$ cat src/verilog/supervisor_params.svh
// constants for the standby fail-safe supervisor
`ifndef SUPERVISOR_PARAMS_SVH
`define SUPERVISOR_PARAMS_SVH
// =========================================
// register offsets
`define ADAPTIVE_CONTROL_ONE_ADDR 8'h36
`define TREE_TEST_ENABLE_ADDR     8'h6F
// =========================================
// field positions
`define CORE_RAIL_LOW_ENABLE_POS  1
`define TREE_TEST_ENABLE_BIT_POS  0
`define CORE_RAIL_FLAG_POS        1
// =========================================
// reset values
`define ADAPTIVE_CONTROL_ONE_RST  8'h00
`define TREE_TEST_ENABLE_RST      8'h00
`define OVERTEMP_TIMER_RST        32'h0000_0000
`define OVERTEMP_TIMER_MAX        32'hFFFF_FFFF
`define UNMAPPED_READ_VALUE       8'h00
// =========================================
// timing: fail-safe timeout in ms, clock in kHz
`define FAILSAFE_TIMEOUT_MS       4600
`define CLOCK_KHZ                 200000
`define FAILSAFE_CYCLES           (`FAILSAFE_TIMEOUT_MS * `CLOCK_KHZ)
`endif

$ cat src/verilog/supervisor_pkg.sv
// types for the standby fail-safe supervisor
package supervisor_pkg;
    typedef enum logic [1:0] {
        ST_WAIT_RAIL = 2'b00, // core rail still down, await first access
        ST_COUNTING  = 2'b01, // fail-safe countdown running
        ST_FULLSPEED = 2'b10, // expired, fans forced to full
        ST_NORMAL    = 2'b11  // defaults loaded, normal operation
    } boot_state_t;
endpackage : supervisor_pkg

$ cat src/verilog/standby_failsafe_supervisor.sv
// standby fail-safe supervisor: low core rail response, power-up fail-safe and tree test enable
// How it works
// - the low-rail response acts only with the rail-low enable bit of adaptive_control_one set and standby supply.
// - under that condition a rail below its low limit sets bit 1 of the first interrupt status register.
// - the low-rail condition raises the alert only when alert generation for that flag is enabled.
// - while the rail is low, overtemp pin monitoring stops and its timer holds its value.
// - while the rail is low, adaptive fan start-temperature adjustment is suspended.
// - while the rail is low, shutdown requests are ignored.
// - once the rail is back above its limit, all of these are re-enabled and normal operation resumes.
// - writing 1 to bit 0 of tree_test_enable puts the device into the xnor tree board-test mode.
// - at power-up the core rail input is sampled to choose the start-up path.
// - if the rail stays below 0.75 V, defaults are taken on at the first valid addressing transaction.
// - if the rail comes up a 4.6 s fail-safe countdown runs and expiry forces all fans to full speed.
// - a first addressing after expiry stops the fans, loads defaults and starts normal operation.
// - an addressing before expiry gives normal operation with all registers at defaults.
`timescale 1ns/1ps
`include "supervisor_params.svh"
module standby_failsafe_supervisor #(
    parameter int unsigned FAILSAFE_CYCLES = `FAILSAFE_CYCLES // shortenable for simulation
) (
    input  wire logic       sys_clk_i,          // 200 MHz internal clock
    input  wire logic       rst_n_i,            // synchronous power-on reset, active low
    input  wire logic       clk_en_i,           // freezes all state while low
    input  wire logic       reg_wr_i,           // register write strobe
    input  wire logic [7:0] reg_addr_i,         // register address
    input  wire logic [7:0] reg_wdata_i,        // register write data
    output logic      [7:0] reg_rdata_o,        // register read data
    input  wire logic       smbus_addressed_i,  // pulse: valid transaction addressed us
    input  wire logic       standby_supply_i,   // running from standby supply
    input  wire logic       core_rail_below_i,  // rail below programmed low limit
    input  wire logic       core_rail_up_i,     // rail above 0.75 V power-up threshold
    input  wire logic       core_alert_en_i,    // alert enabled for the rail flag
    input  wire logic       status_clear_i,     // pulse: clear the rail flag on status read
    input  wire logic       overtemp_pin_i,     // overtemp pin level
    input  wire logic       shutdown_req_i,     // request to enter shutdown
    output logic            core_rail_flag_o,   // status bit 1 of first status register
    output logic            smbus_alert_o,      // alert request from the rail flag
    output logic [31:0]     overtemp_timer_o,   // accumulated overtemp assertion count
    output logic            start_temp_run_o,   // adaptive start-temperature may adjust
    output logic            shutdown_o,         // device in shutdown
    output logic            fans_full_o,        // force all fans to full speed
    output logic            fans_stop_o,        // one-cycle pulse: stop fans on late access
    output logic            load_defaults_o,    // one-cycle pulse: load default registers
    output logic            tree_test_mode_o    // xnor tree board-test mode
);
    // =========================================
    // register file
    logic [7:0] adaptive_control_one;
    logic [7:0] tree_test_enable;
    wire  wr_adaptive = reg_wr_i && (reg_addr_i == `ADAPTIVE_CONTROL_ONE_ADDR);
    wire  wr_tree     = reg_wr_i && (reg_addr_i == `TREE_TEST_ENABLE_ADDR);
    wire  rd_adaptive = (reg_addr_i == `ADAPTIVE_CONTROL_ONE_ADDR);
    wire  rd_tree     = (reg_addr_i == `TREE_TEST_ENABLE_ADDR);

    // register writes; defaults also reloaded when the boot path says so
    always_ff @(posedge sys_clk_i) begin
        if (!rst_n_i || (clk_en_i && load_defaults_o)) begin
            adaptive_control_one <= `ADAPTIVE_CONTROL_ONE_RST;
            tree_test_enable     <= `TREE_TEST_ENABLE_RST;
        end else if (clk_en_i) begin
            if (wr_adaptive)
                adaptive_control_one <= reg_wdata_i;
            if (wr_tree)
                tree_test_enable <= reg_wdata_i;
        end
    end

    // read mux: unmapped addresses read zero
    assign reg_rdata_o = rd_adaptive ? adaptive_control_one :
                         rd_tree     ? tree_test_enable : `UNMAPPED_READ_VALUE;
    assign tree_test_mode_o = tree_test_enable[`TREE_TEST_ENABLE_BIT_POS];

    // =========================================
    // low core rail response
    wire rail_low_armed = adaptive_control_one[`CORE_RAIL_LOW_ENABLE_POS] && standby_supply_i;
    wire rail_sleep     = rail_low_armed && core_rail_below_i; // clears itself when rail recovers

    // sticky rail flag; a new event wins over a clear in the same cycle
    always_ff @(posedge sys_clk_i) begin
        if (!rst_n_i)
            core_rail_flag_o <= 1'b0;
        else if (clk_en_i)
            core_rail_flag_o <= rail_sleep | (core_rail_flag_o & ~status_clear_i);
    end
    assign smbus_alert_o = core_rail_flag_o && core_alert_en_i;

    // overtemp timer: frozen during sleep so it keeps the pre-sleep value
    always_ff @(posedge sys_clk_i) begin
        if (!rst_n_i)
            overtemp_timer_o <= `OVERTEMP_TIMER_RST;
        else if (clk_en_i && !rail_sleep && overtemp_pin_i && overtemp_timer_o != `OVERTEMP_TIMER_MAX)
            overtemp_timer_o <= overtemp_timer_o + 32'h0000_0001;
    end
    assign start_temp_run_o = !rail_sleep;

    // shutdown state follows the request except while the rail is low
    always_ff @(posedge sys_clk_i) begin
        if (!rst_n_i)
            shutdown_o <= 1'b0;
        else if (clk_en_i && !rail_sleep)
            shutdown_o <= shutdown_req_i;
    end

    // =========================================
    // power-up fail-safe sequencer
    supervisor_pkg::boot_state_t state;
    supervisor_pkg::boot_state_t next_state;
    logic [31:0] countdown;
    logic        next_full;
    logic        next_stop;
    logic        next_load;
    wire         expired = (countdown == 32'h0000_0000);

    // next state; the rail is polled only in the first state after reset
    always_comb begin
        next_state = state;
        next_full  = fans_full_o;
        next_stop  = 1'b0;
        next_load  = 1'b0;
        case (state)
            supervisor_pkg::ST_WAIT_RAIL: begin
                if (smbus_addressed_i) begin
                    next_state = supervisor_pkg::ST_NORMAL;
                    next_load  = 1'b1;
                end else if (core_rail_up_i) begin
                    next_state = supervisor_pkg::ST_COUNTING;
                end
            end
            supervisor_pkg::ST_COUNTING: begin
                if (smbus_addressed_i) begin
                    next_state = supervisor_pkg::ST_NORMAL;
                    next_load  = 1'b1;
                end else if (expired) begin
                    next_state = supervisor_pkg::ST_FULLSPEED;
                    next_full  = 1'b1;
                end
            end
            supervisor_pkg::ST_FULLSPEED: begin
                if (smbus_addressed_i) begin
                    next_state = supervisor_pkg::ST_NORMAL;
                    next_full  = 1'b0;
                    next_stop  = 1'b1;
                    next_load  = 1'b1;
                end
            end
            supervisor_pkg::ST_NORMAL: begin
                next_state = supervisor_pkg::ST_NORMAL;
            end
            default: begin
                next_state = supervisor_pkg::ST_WAIT_RAIL;
                next_full  = 1'b0;
            end
        endcase
    end

    // sequencer flops; countdown only decrements while counting
    always_ff @(posedge sys_clk_i) begin
        if (!rst_n_i) begin
            state           <= supervisor_pkg::ST_WAIT_RAIL;
            countdown       <= FAILSAFE_CYCLES - 1;
            fans_full_o     <= 1'b0;
            fans_stop_o     <= 1'b0;
            load_defaults_o <= 1'b0;
        end else if (clk_en_i) begin
            state           <= next_state;
            fans_full_o     <= next_full;
            fans_stop_o     <= next_stop;
            load_defaults_o <= next_load;
            if (state == supervisor_pkg::ST_COUNTING && !expired)
                countdown <= countdown - 32'h0000_0001;
        end
    end
endmodule : standby_failsafe_supervisor

$ cat config.mk
export PLATFORM = sky130hd
export DESIGN_NAME = standby_failsafe_supervisor
export DESIGN_NICKNAME = d
export VERILOG_FILES = /design/src/verilog/supervisor_pkg.sv /design/src/verilog/standby_failsafe_supervisor.sv
export VERILOG_INCLUDE_DIRS = /design/src /design/src/verilog
export SDC_FILE = /design/constraint.sdc
export NUM_CORES = 1
export LEC_CHECK = 0
export BUFFER_PORTS_ARGS = -buffer_cell sky130_fd_sc_hd__buf_2
export CORE_MARGIN = 5
export CORE_UTILIZATION = 60
export CTS_CLUSTER_SIZE = 24
export DETAILED_ROUTE_END_ITERATION = 8
export PLACE_DENSITY = 0.95
export SLEW_MARGIN = 20
export SYNTH_ARGS = -nofsm -noshare
export SYNTH_HDL_FRONTEND = slang
export SYNTH_SLANG_ARGS = --single-unit
$ cat constraint.sdc
create_clock -name sys_clk_i -period 3.9 [get_ports sys_clk_i]
set_input_delay 0.39 -clock sys_clk_i [delete_from_list [all_inputs] [get_ports sys_clk_i]]
set_output_delay 0.39 -clock sys_clk_i [all_outputs]
set_load 0.01 [all_outputs]
==> flow_summary_export.csv <==
group,metric,value,unit
clocking,post-cts-setup-buffers,0,
layout,nets,582,
layout,fin_util,69.9,%
yosys,synthTopCellsByCount,"dfxtp_1 (87), nor2_1 (44), or3_1 (38)",
global_route,first_pass_grt_wire_length,16100,um
yosys,synth_seq_cells,87,
global_route,grt_start_max_net_pins,30,
yosys,post_synth_mux_area_share,4.91,%
die,core_area,6760,um2
setup_path,critical_path_arrival,3270,ps
die,number_of_ports_placed_on_the_die_boundary,76,
die,design.die.area,8640,um2
setup_path,cp_data_required_time,4150,ps
yosys,yosys.area_share.adder,0.606,%
worst_hold_path,worst_hold_path.endpoint,"shutdown_o",
worst_hold_path,worstHoldStart,"shutdown_req_i",
layout,antennaDiodeCount,0,
clocking,cts.root.buffer_cell,"clkbuf_8",
setup_path,rrSetupSlack,880,ps
setup_path,timing.critical_path.cells,"or4_1, or4_1, o31ai_4, nor4_1, or3_1",
setup_path,worstReg2RegEnd,"countdown[6]",
yosys,post_synth_instance_area,4130,um2
setup_path,critical-path-slowest-cell,"o31ai_4",
placed_design,globalplace.congestion,0.828,
power_and_ir_drop,p_leak,1.61,nW
setup_path,setup.worst_path.end_class,"flop",
setup_path,ff2ff_path_depth,5,
clocking,post_cts_hold_buffer_count,0,
sta,finClkSkew,10.1,ps
setup_path,regToRegStartpoint,"countdown[14]",
placed_design,detailedPlacementHpwl,7010,um
yosys,ys.warnings.count,0,
sta,min_period_over_period,77.6,%
routing,final_wl,9870,um
sta,clock_period_minus_worst_slack,3020,ps
die,die-width,92.9,um
global_route,gr-total-overflow,0,
setup_path,critPathLaunchType,"flop",
sta,fin_tns_setup,0,ps
die,rows,30,
yosys,ys_async_rst_share,0,%
routing,drc_violations_left,0,
power_and_ir_drop,ir_drop_worst_case_vdd,0.210,mV
sta,worst_slew_margin_rel,46.6,%
clocking,cts-root-to-sink-buffers,2,
clocking,number_of_buffers_added_by_the_clock_tree_synthesis_step,9,
yosys,synth.most_common_cell,"dfxtp_1",
yosys,synthesis.nets,516,
yosys,synth_simple_gate_area_share,30.0,%
worst_hold_path,worst_hold_path_type,"in -> reg",
sta,finalSetupViolations,0,
yosys,synth_top_area_cell,"dfxtp_1",
yosys,yosys.area.top_type_share,42.2,%
clocking,insertion_delay,370,ps
routing,vias_per_cell,6.22,
clocking,clkTransAtPathRegs,90,ps
yosys,complex_gate_fraction_of_the_synthesized_area,15.6,%
clocking,cts_repair_resize_count,0,
clocking,tritoncts,"done",
yosys,synth_area_leaders,"dfxtp_1 (42%), or3_1 (5.8%), mux2i_1 (4.4%)",
sta,timing_worst_slew_pin_value,801,ps
global_route,via_count_of_the_first_global_routing_pass,3595,
clocking,htree_levels,3,
routing,drtPass1Iterations,4,
die,floorplan.initialDensity,61.1,%
placed_design,port_buffers,75,
layout,areaGrowthSynthToFinish,14.4,%
die,dieHeight,92.9,um
setup_path,cell_repeated_most_along_the_worst_path,"or4_1",
setup_path,criticalPathCategory,"reg -> reg",
routing,post_drt_wl_per_cell,15.5,um
routing,initialDrtViolationCount,256,
sta,achievable-frequency,331,MHz
sta,report.final.slew_viol_count,0,
power_and_ir_drop,cellPowerDensity,330,nW/um2
yosys,ys_types,46,
worst_hold_path,hold_depth,3,
yosys,synth.avg_cell_area,8.49,um2
job,maxCapViolCount,0,
setup_path,critical-path-max-stage-delay,770,ps
yosys,post_synth_edffs,0,
yosys,ys_seq_area_share,42.2,%
global_route,antenna_found_initial,0,
setup_path,worst-path-buf-inv,0,
layout,fillerInstances,535,
yosys,synth_cells,486,
sta,grt_setup_unrepaired,"false",
sta,finalHoldViolCount,0,
yosys,synth_ff_type,"dfxtp_1",
routing,route.vias.total,3963,
routing,postRouteAntennaNets,0,
setup_path,worst_path_dominant_cell_family,"simple AND/OR/NAND/NOR gates",
status,status,"finished, final reports clean",
setup_path,worstPathMaxFanout,23,
global_route,track_usage,22.5,%
yosys,yosys.area_share.xor_xnor,3.18,%
yosys,combinational_family_with_the_most_area_after_synthesis,"simple AND/OR/NAND/NOR gates",
clocking,clkSinkCount,87,
layout,drive_above_1_share,18.9,%
report_power, final:
| group | switching [mW] | internal, mW |
|---|---|---|
| combinational | 0.0396 | 0.0234 |
| sequential | 0.00535 | 0.893 |
| clock | 0.339 | 0.256 |
kinds of logic (layout without fill, tap and decap cells):
kind of cell    after synthesis  after routing
compound gates              104            104
xor+xnor                     15             15
fa+ha+maj                     2              2
buf+inv                      34            105
flops                        87             87
mux                          20             20
simple gates                224            224
layer usage:
metal	share of wire [%]	global-route usage, %
met2	49	37.8
met5	0	0
met3	6.1	2.92
met1	43	28.9
met4	1.3	9.89
cell type report:
type	count	area (um2)	share of cell area (%)
clock buffers	10	138	2.92
clock inverters	6	50.0	1.06
inverters	9	33.8	0.716
multi-input cells	365	2240	47.5
flip-flops and latches	87	1740	36.9
well taps	80	100	2.12
repair buffers	80	413	8.75
worst max path at each step:
stage,startpoint,cells after the start,to
5_1_grt,countdown[1],7,countdown[6]
6_report,countdown[14],5,countdown[6]
4_1_cts,countdown[0],7,countdown[6]
3_5_place_dp,countdown[0],7,countdown[6]
2_1_floorplan,countdown[0],9,countdown[6]
3_3_place_gp,countdown[14],5,countdown[6]
per-stage QoR:
stage	setup slack (ps)	cell area, um2	total power [mW]	instances	hold WS, ps
floorplan	1330	4130	0.956	486	453
global placement	1000	4530	0.978	621	440
detailed placement	914	4530	0.982	621	459
CTS	884	4720	1.56	637	274
global route	739	4720	1.61	637	287
finish	876	4720	1.56	637	275
state kept, by name, summed over array words and instances, names as in the netlist:
register / count
adaptive_control_one: 8
core_rail_flag_o: 1
countdown: 32
fans_full_o: 1
fans_stop_o: 1
load_defaults_o: 1
overtemp_timer_o: 32
shutdown_o: 1
state: 2
tree_test_enable: 8
tightest hold or removal path: stages:
cell,delay [ps]
buf_2,100
nand3_1,60
a21oi_1,50
layout by cell type (no fill, tap or decap), types with 3 or more instances in the layout:
| cell type | instances |
|---|---|
| a21oi_1 | 33 |
| a22o_1 | 8 |
| and3_1 | 4 |
| and4_1 | 3 |
| buf_2 | 75 |
| buf_4 | 5 |
| clkbuf_8 | 10 |
| dfxtp_1 | 87 |
| inv_1 | 9 |
| inv_6 | 3 |
| mux2i_1 | 18 |
| nand2_1 | 26 |
| nand2b_1 | 6 |
| nand3_1 | 26 |
| nand3b_1 | 3 |
| nand4_1 | 14 |
| nand4b_1 | 4 |
| nor2_1 | 44 |
| nor3_1 | 10 |
| nor4_1 | 16 |
| o211ai_1 | 3 |
| o21ai_0 | 33 |
| o31a_1 | 3 |
| o31ai_1 | 9 |
| or2_2 | 4 |
| or3_1 | 38 |
| or4_1 | 20 |
| xnor2_1 | 9 |
| xor2_1 | 6 |
(Power assumes the default switching activity.)
